[src/logic/tcm_map.svh]
// register map, field positions and codes for the compare-output timer
// What this block does
// reset clears compare output state bits
// nonzero action routes state onto pin
// direction bit alone sets pin direction
// override ignores the waveform mode
// state settable while pin is input
// action zero leaves state alone
// new action applies at next match
// force strobe applies action at once in non-pwm modes
// only mode select sets counting sequence
// action sets, clears or toggles state
// normal mode counts up, wraps freely
// overflow flag set when counter wraps
// hardware only sets overflow flag
// counter writable at any time
// software avoids waveforms in normal mode
// clear-on-match clears counter after match
// compare flag a set at top
// unbuffered compare value may miss once
// action one toggles state a
// toggle rate follows prescale and top
// prescale ratios 1, 8, 64, 256, 1024
// overflow still set on max rollover
// compare flag set one tick later
// counter write blocks next tick's match
// force touches neither flag nor counter
// writing one clears a flag
// logic advances only on tick enable
// counter write beats clear or count
`ifndef TCM_MAP_SVH
`define TCM_MAP_SVH

`define TCM_OFF_CTRL   8'h00
`define TCM_OFF_FORCE  8'h04
`define TCM_OFF_COUNT  8'h08
`define TCM_OFF_CMPA   8'h0C
`define TCM_OFF_CMPB   8'h10
`define TCM_OFF_FLAGS  8'h14
`define TCM_OFF_PORT   8'h18

`define TCM_CTRL_WGM   2:0
`define TCM_CTRL_CS    5:3
`define TCM_CTRL_ACTA  7:6
`define TCM_CTRL_ACTB  9:8
`define TCM_PORT_OUT   1:0
`define TCM_PORT_DIR   3:2
`define TCM_PORT_OC    5:4
`define TCM_FLG_OVF    0
`define TCM_FLG_CMPA   1
`define TCM_FLG_CMPB   2
`define TCM_WGM_PWM    0

`define TCM_WGM_NORMAL 3'h0
`define TCM_WGM_CTC    3'h2
`define TCM_ACT_NONE   2'h0
`define TCM_ACT_TOGGLE 2'h1
`define TCM_ACT_CLEAR  2'h2
`define TCM_ACT_SET    2'h3

`define TCM_CS_DIV1    3'h1
`define TCM_CS_DIV8    3'h2
`define TCM_CS_DIV64   3'h3
`define TCM_CS_DIV256  3'h4
`define TCM_CS_DIV1024 3'h5
`define TCM_MASK8      10'h007
`define TCM_MASK64     10'h03F
`define TCM_MASK256    10'h0FF
`define TCM_MASK1024   10'h3FF

`define TCM_MAX        8'hFF
`define TCM_BOTTOM     8'h00
`define TCM_PRESC_STEP 10'h001

`endif

[src/logic/tcm_pkg.sv]
// types shared by the compare-output timer
package tcm_pkg;

	typedef enum logic [1:0] {
		TCM_ST_IDLE = 2'b01,
		TCM_ST_ACC  = 2'b10
	} tcm_apb_state_type;

	typedef struct packed {
		logic [1:0] level;
		logic [1:0] oe;
	} tcm_pins_type;

	typedef struct packed {
		tcm_apb_state_type apb_st;
		logic              pready;
		logic              pslverr;
		logic [31:0]       prdata;
		logic [2:0]        wgm;
		logic [2:0]        cs;
		logic [1:0][1:0]   act;
		logic [7:0]        count;
		logic [1:0][7:0]   cmp;
		logic              block;
		logic              ovf;
		logic [1:0]        cflag;
		logic [1:0]        oc;
		logic [1:0]        port_out;
		logic [1:0]        dir;
		logic [9:0]        presc;
		logic              tick;
		tcm_pins_type      pins;
	} tcm_state_type;

endpackage

[src/logic/tcm_timer.sv]
// 8-bit timer with normal and clear-on-match modes and two compare outputs
//
// Our own choices: the APB slave port and the register offsets.
`timescale 1ns/100ps
`default_nettype none
`include "tcm_map.svh"

module tcm_timer
	import tcm_pkg::*;
(
	// clock and reset
	input  wire logic         i_clk,
	input  wire logic         i_rst_n,
	// apb slave
	input  wire logic         i_psel,
	input  wire logic         i_penable,
	input  wire logic         i_pwrite,
	input  wire logic [7:0]   i_paddr,
	input  wire logic [31:0]  i_pwdata,
	output var  logic [31:0]  o_prdata,
	output var  logic         o_pready,
	output var  logic         o_pslverr,
	// interrupt service acknowledges
	input  wire logic         i_svc_ovf,
	input  wire logic         i_svc_cmp_a,
	input  wire logic         i_svc_cmp_b,
	// compare pins
	output var  tcm_pins_type o_pins,
	// flag levels
	output var  logic         o_ovf_flag,
	output var  logic [1:0]   o_cmp_flag
);

	tcm_state_type s_r;
	tcm_state_type s_nxt;

	logic          wr_en;
	logic          wr_ctrl;
	logic          wr_force;
	logic          wr_count;
	logic          wr_cmpa;
	logic          wr_cmpb;
	logic          wr_flags;
	logic          wr_port;
	logic          addr_hit;
	logic [31:0]   rd_data;
	logic          pwm_mode;
	logic          ctc_mode;
	logic [1:0]    hit;
	logic [1:0]    force_hit;
	logic [1:0]    oc_nxt;
	logic [1:0]    svc_cmp;

	function automatic logic apply_action(input logic [1:0] act, input logic cur);
		logic res;
		res = cur;
		case (act)
			`TCM_ACT_TOGGLE: res = ~cur;
			`TCM_ACT_CLEAR:  res = 1'b0;
			`TCM_ACT_SET:    res = 1'b1;
			default:         res = cur;
		endcase
		return res;
	endfunction

	// write strobes commit at the access edge while pready is high
	assign wr_en    = (s_r.apb_st == TCM_ST_ACC) && i_psel && i_penable && i_pwrite;
	assign wr_ctrl  = wr_en && (i_paddr == `TCM_OFF_CTRL);
	assign wr_force = wr_en && (i_paddr == `TCM_OFF_FORCE);
	assign wr_count = wr_en && (i_paddr == `TCM_OFF_COUNT);
	assign wr_cmpa  = wr_en && (i_paddr == `TCM_OFF_CMPA);
	assign wr_cmpb  = wr_en && (i_paddr == `TCM_OFF_CMPB);
	assign wr_flags = wr_en && (i_paddr == `TCM_OFF_FLAGS);
	assign wr_port  = wr_en && (i_paddr == `TCM_OFF_PORT);

	assign pwm_mode = s_r.wgm[`TCM_WGM_PWM];
	assign ctc_mode = (s_r.wgm == `TCM_WGM_CTC);
	assign svc_cmp  = {i_svc_cmp_b, i_svc_cmp_a};

	always_comb
	begin
		addr_hit = 1'b1;
		rd_data  = 32'h0000_0000;
		case (i_paddr)
			`TCM_OFF_CTRL:
			begin
				rd_data[`TCM_CTRL_WGM]  = s_r.wgm;
				rd_data[`TCM_CTRL_CS]   = s_r.cs;
				rd_data[`TCM_CTRL_ACTA] = s_r.act[0];
				rd_data[`TCM_CTRL_ACTB] = s_r.act[1];
			end
			`TCM_OFF_FORCE: rd_data = 32'h0000_0000;
			`TCM_OFF_COUNT: rd_data[7:0] = s_r.count;
			`TCM_OFF_CMPA:  rd_data[7:0] = s_r.cmp[0];
			`TCM_OFF_CMPB:  rd_data[7:0] = s_r.cmp[1];
			`TCM_OFF_FLAGS:
			begin
				rd_data[`TCM_FLG_OVF]  = s_r.ovf;
				rd_data[`TCM_FLG_CMPA] = s_r.cflag[0];
				rd_data[`TCM_FLG_CMPB] = s_r.cflag[1];
			end
			`TCM_OFF_PORT:
			begin
				rd_data[`TCM_PORT_OUT] = s_r.port_out;
				rd_data[`TCM_PORT_DIR] = s_r.dir;
				rd_data[`TCM_PORT_OC]  = s_r.oc;
			end
			default: addr_hit = 1'b0;
		endcase
	end

	// per-channel compare match and output state
	genvar ch;
	generate
		for (ch = 0; ch < 2; ch++)
		begin : g_chan
			// a match is seen on the tick after the counter equals the compare value
			assign hit[ch] = s_r.tick && (s_r.count == s_r.cmp[ch]) && !s_r.block;
			// force only in non-pwm modes, independent of pin direction
			assign force_hit[ch] = wr_force && i_pwdata[ch] && !pwm_mode;
			// action register value in force now is used, so a new action acts at next match
			assign oc_nxt[ch] = (hit[ch] || force_hit[ch]) ?
				apply_action(s_r.act[ch], s_r.oc[ch]) : s_r.oc[ch];
		end
	endgenerate

	always_comb
	begin
		s_nxt         = s_r;
		s_nxt.pready  = 1'b0;
		s_nxt.pslverr = 1'b0;

		// apb: one setup cycle, then a single access cycle with pready high
		case (s_r.apb_st)
			TCM_ST_IDLE:
			begin
				if (i_psel && !i_penable)
				begin
					s_nxt.apb_st  = TCM_ST_ACC;
					s_nxt.pready  = 1'b1;
					s_nxt.pslverr = !addr_hit;
					s_nxt.prdata  = i_pwrite ? 32'h0000_0000 : rd_data;
				end
			end
			TCM_ST_ACC: s_nxt.apb_st = TCM_ST_IDLE;
			default:    s_nxt.apb_st = TCM_ST_IDLE;
		endcase

		if (wr_ctrl)
		begin
			// mode select alone steers counting; actions alone steer outputs
			s_nxt.wgm    = i_pwdata[`TCM_CTRL_WGM];
			s_nxt.cs     = i_pwdata[`TCM_CTRL_CS];
			s_nxt.act[0] = i_pwdata[`TCM_CTRL_ACTA];
			s_nxt.act[1] = i_pwdata[`TCM_CTRL_ACTB];
		end
		if (wr_cmpa)
			s_nxt.cmp[0] = i_pwdata[7:0];
		if (wr_cmpb)
			s_nxt.cmp[1] = i_pwdata[7:0];
		if (wr_port)
		begin
			s_nxt.port_out = i_pwdata[`TCM_PORT_OUT];
			s_nxt.dir      = i_pwdata[`TCM_PORT_DIR];
		end

		// prescaler produces a one-cycle tick enable
		s_nxt.presc = s_r.presc + `TCM_PRESC_STEP;
		case (s_r.cs)
			`TCM_CS_DIV1:    s_nxt.tick = 1'b1;
			`TCM_CS_DIV8:    s_nxt.tick = ((s_r.presc & `TCM_MASK8) == `TCM_MASK8);
			`TCM_CS_DIV64:   s_nxt.tick = ((s_r.presc & `TCM_MASK64) == `TCM_MASK64);
			`TCM_CS_DIV256:  s_nxt.tick = ((s_r.presc & `TCM_MASK256) == `TCM_MASK256);
			`TCM_CS_DIV1024: s_nxt.tick = ((s_r.presc & `TCM_MASK1024) == `TCM_MASK1024);
			default:         s_nxt.tick = 1'b0;
		endcase

		// counter: software write wins over clear and count
		if (wr_count)
		begin
			s_nxt.count = i_pwdata[7:0];
			s_nxt.block = 1'b1;
		end
		else if (s_r.tick)
		begin
			s_nxt.block = 1'b0;
			if (ctc_mode && hit[0])
				s_nxt.count = `TCM_BOTTOM;
			else
				s_nxt.count = s_r.count + 8'h01;
		end

		// overflow on the tick that rolls max to bottom; clears on service or write one
		if (s_r.tick && !wr_count && (s_r.count == `TCM_MAX))
			s_nxt.ovf = 1'b1;
		else if (i_svc_ovf || (wr_flags && i_pwdata[`TCM_FLG_OVF]))
			s_nxt.ovf = 1'b0;

		// compare flags: a real match sets, a force never does; set beats clear
		if (hit[0])
			s_nxt.cflag[0] = 1'b1;
		else if (svc_cmp[0] || (wr_flags && i_pwdata[`TCM_FLG_CMPA]))
			s_nxt.cflag[0] = 1'b0;
		if (hit[1])
			s_nxt.cflag[1] = 1'b1;
		else if (svc_cmp[1] || (wr_flags && i_pwdata[`TCM_FLG_CMPB]))
			s_nxt.cflag[1] = 1'b0;

		s_nxt.oc = oc_nxt;

		// pin override depends on the action field only, never on the mode
		s_nxt.pins.level[0] = (s_nxt.act[0] != `TCM_ACT_NONE) ? s_nxt.oc[0] : s_nxt.port_out[0];
		s_nxt.pins.level[1] = (s_nxt.act[1] != `TCM_ACT_NONE) ? s_nxt.oc[1] : s_nxt.port_out[1];
		s_nxt.pins.oe       = s_nxt.dir;
	end

	always_ff @(posedge i_clk)
	begin
		if (!i_rst_n)
		begin
			s_r        <= '0;
			s_r.apb_st <= TCM_ST_IDLE;
		end
		else
			s_r <= s_nxt;
	end

	assign o_prdata   = s_r.prdata;
	assign o_pready   = s_r.pready;
	assign o_pslverr  = s_r.pslverr;
	assign o_pins     = s_r.pins;
	assign o_ovf_flag = s_r.ovf;
	assign o_cmp_flag = s_r.cflag;

	AST_OC_RESET: assert property (
		@(posedge i_clk) disable iff (!i_rst_n)
		$rose(i_rst_n) |-> (s_r.oc == 2'b00) && (o_pins.level == 2'b00))
		else $error("compare output state not zero after reset");

	AST_PIN_OVERRIDE: assert property (
		@(posedge i_clk) disable iff (!i_rst_n)
		(s_r.act[0] != `TCM_ACT_NONE) |-> (o_pins.level[0] == s_r.oc[0]))
		else $error("pin a not driven from compare output state");

	AST_PIN_PORT: assert property (
		@(posedge i_clk) disable iff (!i_rst_n)
		(s_r.act[1] == `TCM_ACT_NONE) |-> (o_pins.level[1] == s_r.port_out[1]))
		else $error("pin b not driven from port value without override");

	AST_PIN_DIR: assert property (
		@(posedge i_clk) disable iff (!i_rst_n)
		wr_port |=> (o_pins.oe == $past(i_pwdata[`TCM_PORT_DIR])))
		else $error("pin enable does not follow direction bits");

	AST_ACT_NONE_HOLD: assert property (
		@(posedge i_clk) disable iff (!i_rst_n)
		(s_r.act[0] == `TCM_ACT_NONE) && hit[0] |=> $stable(s_r.oc[0]))
		else $error("state changed at match with no action");

	AST_TOGGLE: assert property (
		@(posedge i_clk) disable iff (!i_rst_n)
		hit[0] && (s_r.act[0] == `TCM_ACT_TOGGLE) |=> (s_r.oc[0] != $past(s_r.oc[0])))
		else $error("toggle action did not toggle");

	AST_FORCE_SET: assert property (
		@(posedge i_clk) disable iff (!i_rst_n)
		force_hit[1] && (s_r.act[1] == `TCM_ACT_SET) |=> s_r.oc[1])
		else $error("forced set did not set state");

	AST_NORMAL_WRAP: assert property (
		@(posedge i_clk) disable iff (!i_rst_n)
		(s_r.wgm == `TCM_WGM_NORMAL) && s_r.tick && !wr_count && (s_r.count == `TCM_MAX)
		|=> (s_r.count == `TCM_BOTTOM) && s_r.ovf)
		else $error("normal mode wrap or overflow wrong");

	AST_CTC_CLEAR: assert property (
		@(posedge i_clk) disable iff (!i_rst_n)
		ctc_mode && hit[0] && !wr_count |=> (s_r.count == `TCM_BOTTOM) && s_r.cflag[0])
		else $error("clear-on-match did not clear or flag");

	AST_BLOCK: assert property (
		@(posedge i_clk) disable iff (!i_rst_n)
		s_r.tick && s_r.block && !svc_cmp[0] && !wr_flags |=> $stable(s_r.cflag[0]))
		else $error("match not blocked after counter write");

	AST_FORCE_NO_FLAG: assert property (
		@(posedge i_clk) disable iff (!i_rst_n)
		wr_force && !s_r.tick && !svc_cmp[0] |=> $stable(s_r.cflag[0]) && $stable(s_r.count))
		else $error("force changed flag or counter");

	AST_FLAG_W1C: assert property (
		@(posedge i_clk) disable iff (!i_rst_n)
		wr_flags && i_pwdata[`TCM_FLG_CMPB] && !hit[1] |=> !s_r.cflag[1])
		else $error("write one did not clear flag");

	AST_WR_PRIORITY: assert property (
		@(posedge i_clk) disable iff (!i_rst_n)
		wr_count |=> (s_r.count == $past(i_pwdata[7:0])) && s_r.block)
		else $error("counter write lost");

	AST_DIV1_TICK: assert property (
		@(posedge i_clk) disable iff (!i_rst_n)
		(s_r.cs == `TCM_CS_DIV1) ##1 (s_r.cs == `TCM_CS_DIV1) |-> s_r.tick)
		else $error("undivided tick missing");

	AST_NO_TICK_HOLD: assert property (
		@(posedge i_clk) disable iff (!i_rst_n)
		!s_r.tick && !wr_count |=> $stable(s_r.count))
		else $error("counter moved without tick");

	AST_OVF_CTC: assert property (
		@(posedge i_clk) disable iff (!i_rst_n)
		ctc_mode && s_r.tick && !wr_count && (s_r.count == `TCM_MAX) |=> s_r.ovf)
		else $error("overflow not set on rollover in clear-on-match mode");

	AST_FLAG_B_SET: assert property (
		@(posedge i_clk) disable iff (!i_rst_n)
		hit[1] |=> s_r.cflag[1])
		else $error("compare flag b not set after match");

	AST_OVF_HOLD: assert property (
		@(posedge i_clk) disable iff (!i_rst_n)
		s_r.ovf && !i_svc_ovf && !(wr_flags && i_pwdata[`TCM_FLG_OVF]) |=> s_r.ovf)
		else $error("overflow flag cleared by hardware");

	AST_OVF_SVC_CLEAR: assert property (
		@(posedge i_clk) disable iff (!i_rst_n)
		i_svc_ovf && !(s_r.tick && (s_r.count == `TCM_MAX)) |=> !s_r.ovf)
		else $error("service did not clear overflow flag");

	AST_FORCE_SET_A: assert property (
		@(posedge i_clk) disable iff (!i_rst_n)
		force_hit[0] && (s_r.act[0] == `TCM_ACT_SET) |=> s_r.oc[0])
		else $error("forced set did not set state a");

	AST_PWM_NO_FORCE: assert property (
		@(posedge i_clk) disable iff (!i_rst_n)
		wr_force && pwm_mode && !hit[0] |=> $stable(s_r.oc[0]))
		else $error("force acted in a pwm mode");

	AST_CMP_WR: assert property (
		@(posedge i_clk) disable iff (!i_rst_n)
		wr_cmpa |=> (s_r.cmp[0] == $past(i_pwdata[7:0])))
		else $error("compare value a not taken at once");

	AST_PIN_B_OVERRIDE: assert property (
		@(posedge i_clk) disable iff (!i_rst_n)
		(s_r.act[1] != `TCM_ACT_NONE) |-> (o_pins.level[1] == s_r.oc[1]))
		else $error("pin b not driven from compare output state");

	AST_MODE_WR: assert property (
		@(posedge i_clk) disable iff (!i_rst_n)
		wr_ctrl |=> (s_r.wgm == $past(i_pwdata[`TCM_CTRL_WGM])))
		else $error("mode select not taken");

	AST_NORMAL_COUNT: assert property (
		@(posedge i_clk) disable iff (!i_rst_n)
		(s_r.wgm == `TCM_WGM_NORMAL) && s_r.tick && !wr_count && (s_r.count != `TCM_MAX)
		|=> (s_r.count == $past(s_r.count) + 8'h01))
		else $error("normal mode did not increment");

	AST_FLAG_A_W1C: assert property (
		@(posedge i_clk) disable iff (!i_rst_n)
		wr_flags && i_pwdata[`TCM_FLG_CMPA] && !hit[0] |=> !s_r.cflag[0])
		else $error("write one did not clear flag a");

endmodule
`default_nettype wire

[config.mk]
export PLATFORM = sky130hd
export DESIGN_NAME = tcm_timer
export DESIGN_NICKNAME = d
export VERILOG_FILES = /design/src/logic/tcm_pkg.sv /design/src/logic/tcm_timer.sv
export VERILOG_INCLUDE_DIRS = /design/src /design/src/logic
export SDC_FILE = /design/constraint.sdc
export NUM_CORES = 1
export LEC_CHECK = 0
export CORE_MARGIN = 1.5
export CORE_UTILIZATION = 60
export DETAILED_ROUTE_END_ITERATION = 8
export DONT_BUFFER_PORTS = 1
export HOLD_SLACK_MARGIN = 0.02
export PLACE_DENSITY = 0.76
export SLEW_MARGIN = 25
export SYNTH_ARGS = -nofsm -noshare
export SYNTH_HDL_FRONTEND = slang
export SYNTH_SLANG_ARGS = --single-unit
[constraint.sdc]
create_clock -name i_clk -period 6.1 [get_ports i_clk]
set_input_delay 0.915 -clock i_clk [delete_from_list [all_inputs] [get_ports i_clk]]
set_output_delay 0.915 -clock i_clk [all_outputs]
set_load 0.02 [all_outputs]
---- After elaboration in Yosys (flattened, before gate mapping) ----
Index checks and enable logic that the tools add are counted.
Widths: inputs -> output; s select.
storage, ports and cells
  bits in registers ....................... 93
  bits of input ports ..................... 48
  output and inout bits ................... 41
  word-level logic and storage cells ...... 125
cells by class
  add/sub/neg operators ................... 2
  eq/ne operators ......................... 27
  muxes and demuxes ....................... 27
  bitwise gates (word level) .............. 2
  reduce and logical (&&, ||, !) cells .... 46
operators by type and width
  operator               count
  $mux 34                1
  $logic_and 1x1->1      25
  $eq 8x5->1 const B     3
  $mux 8                 3
  $pmux 3 s6             1
  $eq 8x4->1 const B     2
  $eq 8x8->1             2
  $eq 8x8->1 const B     2
  $pmux 3 s5             1
  $mux 1                 13
  $reduce_bool 2->1      6
  $add 10x1->10 const B  1
  $eq 10x10->1 const B   1
  $eq 2x2->1 const B     5
  $mux 10                1
  $eq 3x2->1 const B     3
  $eq 3x3->1 const B     3
  $add 8x1->8 const B    1
  $eq 8x3->1 const B     1
  $logic_not 8->1        1
  $mux 4                 2
  $pmux 2 s4             1
  $reduce_or 7->1        1
  $eq 2x1->1 const B     3
  other kinds (10)       21

---- Logic depth before layout (Yosys ltp) ----
  depth after elaboration ................. 10
  mapped depth ............................ 7
  mapped depth without buffers ............ 6

---- Worst setup path before layout ----
OpenSTA, ideal clock, no wires.
  path kind ............................... in2reg
  start point ............................. in i_paddr[1]
  end point ............................... reg s_r[17] (netlist name)
  setup time .............................. 0.113 ns
  data arrival time ....................... 2.547 ns
  data required time ...................... 5.987 ns
  slack ................................... 3.440 ns
  cell stages on the path ................. 5
  buffers on the path ..................... 1
  path through ............................ or4_1 -> or4_4 -> buf_6 -> mux2_4 -> and2_4
between the ends
  longest elaborated chain between the ends .. 3
ends and longest elaborated chain
  element               RTL line          RTL
  from (decl)           tcm_timer.sv:18   input wire logic [7:0] i_paddr,
  $eq 8x5->1            n/a
  $logic_and 1x1->1     tcm_timer.sv:74   assign wr_port = wr_en && (i_paddr == `TCM_OFF_PORT);
  $mux 4                tcm_timer.sv:161  if (wr_port)
  to (signal assigned)  tcm_timer.sv:225  s_r <= s_nxt;
  to (decl)             tcm_timer.sv:34   tcm_state_type s_r;
Every way passes these cells. The select of a mux whose other input is x is not followed.
A chain may end at the register's enable or synchronous reset.

---- Worst setup path after layout ----
  start point ............................. in i_paddr[1]
  end point ............................... reg s_r[25] (netlist name)
between the ends
  longest elaborated chain between the ends .. 2
ends and longest elaborated chain
  element            RTL line         RTL
  $eq 8x4->1         n/a
  $logic_and 1x1->1  tcm_timer.sv:71  assign wr_cmpa = wr_en && (i_paddr == `TCM_OFF_CMPA);
Every way passes these cells.

==> metrics.txt <==
Max VDD drop=0.000183 V; initial antenna violation count=0; post-synthesis adder-cell area fraction=0.949%; critical path class=in -> reg; DP Area=between 3000 and 4000 um2; Hold Path Class=reg -> reg; grt ovf=0; combinational family with the most area after synthesis=simple AND/OR/NAND/NOR gates; Final Cell Area=3950 um2; Post-DRT Antenna Nets=0; CTS resizes=0; WL/cell=17.3 um; CTS sink cnt=between 70 and 80; run status=completed; Slew Limit Fails=0; pwr/cell area=231 nW/um2; unrepaired setup endpoints after global routing=no; H-tree depth=3; Mapped Area=3960 um2; crit end category=register; register clock-pin slew on the reported worst setup and hold paths=0.08 ns; Num CTS Buffers=9; Total Wirelength=approximately 8.8 mm; total global-route track usage=26.2%; setup_tns=0 ns; I/O pin count=89; total of max-cap violations=0; GP Congestion=0.851; Die W=84.2 um; Slew @ Worst Pin=slightly above 1 ns; worst path required time=6.32 ns; initial core utilization=~62%; # DRC=0; FP Rows=29; Slowest-stage cell, CP=and4_1; Yosys warning count=0; commonest register cell after synthesis=dfxtp_1; Post-synth EDFFs=0; Seq/Total Area, Yosys=35.9%; Port-buffer cells=0; Cells after Synth=462; CP delay by family, top=simple AND/OR/NAND/NOR gates; Die Span Y=between 80 and 90 um; ant diodes=0; Yosys cell types=58; Final Cycle Share=44.9%; first-pass GRT wire length=14.7 mm; crit-path cells=nor4_2 > and4_1 > and3_1 > mux2i_1 > nor2_1; final setup skew=0.0105 ns; slew margin rel.=between 30% and 40%; Max Freq=0.365 GHz; mux share of post-synthesis cell area=slightly above 10%; crit-path max FO=13; share of post-route cells with drive strength above 1=8.08%; most common cell after layout, fill and taps aside=dfxtp_1; Final Core Density=between 60 and 70%; via count=3106; nets@finish=480; LEAKAGE=1.44 nW; Post-Syn Area per Cell=8.56 um2; XOR/XNOR Fraction of Synth Area=6.20%; number of global-route vias before repair=2969; CP Buf/Inv Count=0; setup ws final=between 3 and 4 ns; die area=7090 um2; area of the core=~6300 um2; detail-routed via count per cell=6.09; post-layout minimum cycle time=between 2 and 3 ns; area fraction in compound gates after synthesis=11.7%; Setup-failing EPs final=0; commonest cells after routing, fill and taps aside=71 x dfxtp_1, 43 x nor2_1, 35 x nand2_1; # hold bufs at CTS=0; Placement Setup Slack=3.05 ns; endpoints failing hold=0; CTS Buffer Depth=2; post-synthesis async set-or-reset flop share=0%; root buf cell=clkbuf_8; pin count of the biggest net entering global routing=between 50 and 60; worst-skew pair later-pin latency=0.35 ns; fillers=550; area growth from synthesis to layout=-0.253%; drt initial violations=249; Yosys reg bits=71; critical path startpoint category=primary input; Post-CTS Setup Bufs=0; WP data arrival=2.96 ns; TritonCTS clock tree=built; Pre-antenna DRT Iters=5; Largest stage delay, worst path=0.62 ns; Synth Area in Simple Gates=24.1%; DP HPWL=6.26 mm
[path summary, 6_finish.rpt]
check | start | to | slack, ns | depth (start not counted)
hold / removal | s_r[5] | s_r[5] | 0.45 | 1
hold reg to reg | s_r[5] | s_r[5] | 0.45 | 1
setup / recovery | i_paddr[1] | s_r[25] | 3.36 | 5
setup reg to reg | s_r[93] | s_r[25] | 3.96 | 5
[state kept, by name, indices dropped and copies added (netlist names)]
name and count:
o_prdata 10, o_pready 1, s_r 51, o_pins 4, o_ovf_flag 1, o_pslverr 1, o_cmp_flag 2, pwm_mode 1
[stage by stage]
| step | power, mW | hold WS [ns] | instances |
|---|---|---|---|
| after floorplan | 0.529 | 0.418 | 483 |
| after global placement | 0.517 | 0.430 | 495 |
| after detailed placement | 0.518 | 0.437 | 495 |
| after CTS | 0.916 | 0.452 | 510 |
| after global routing | 0.944 | 0.480 | 510 |
| final | 0.911 | 0.450 | 510 |
[power breakdown]
| group | switching (mW) | total [mW] | internal [mW] |
|---|---|---|---|
| clock network | 0.176 | 0.403 | 0.227 |
| logic | 0.0285 | 0.0380 | 0.00947 |
| registers | 0.00305 | 0.470 | 0.467 |
[cells in the mapped netlist (3+ instances only)]
cell / count / area [um2]
nor2_1: 43 / 161
xor2_1: 13 / 114
and2_1: 5 / 31.3
dfxtp_1: 71 / 1420
and4_1: 3 / 26.3
buf_1: 3 / 11.3
mux2i_1: 27 / 270
buf_4: 38 / 285
a31oi_1: 11 / 68.8
and3_1: 9 / 56.3
nand3b_1: 10 / 75.1
o32ai_1: 3 / 26.3
a22oi_1: 9 / 67.6
ha_1: 3 / 37.5
a2bb2oi_1: 3 / 26.3
xnor2_1: 15 / 131
nand4_1: 8 / 50.1
nand2b_1: 3 / 18.8
buf_2: 4 / 20.0
a21oi_1: 28 / 140
nand3_1: 30 / 150
mux2_2: 10 / 113
inv_1: 7 / 26.3
nand2_1: 35 / 131
nor3_1: 3 / 15.0
o21ai_0: 5 / 25.0
nand4b_1: 3 / 26.3
a221oi_1: 3 / 26.3
clkbuf_1: 20 / 75.1
[metal layers]
layer  global-route usage (%)  up-vias  part of all wire [%]
met5                        0        -                     0
met4                     13.0        0                   3.0
met3                     7.96       24                   7.4
met2                     39.7      122                    46
met1                     34.1     1454                    43
li1                         -     1506                     -
[final cells by class]
cell class	count	area (um2)	share of cell area (%)
clock buffer	9	124	3.14
clock inverter	6	86.3	2.19
inverter	8	30.0	0.761
multi-input combinational	338	2180	55.2
sequential	71	1420	36.0
tap	77	96.3	2.44
timing repair buffer	1	7.51	0.190
[cell families after synthesis]
logic type,Yosys count
AO/OA/AOI/OAI,72
XOR/XNOR,28
adder cells (fa/ha/maj),3
buffers and inverters,74
flip-flops,71
multiplexers,38
other,1
AND/OR/NAND/NOR,175
Power figures use the tool's default switching activity.
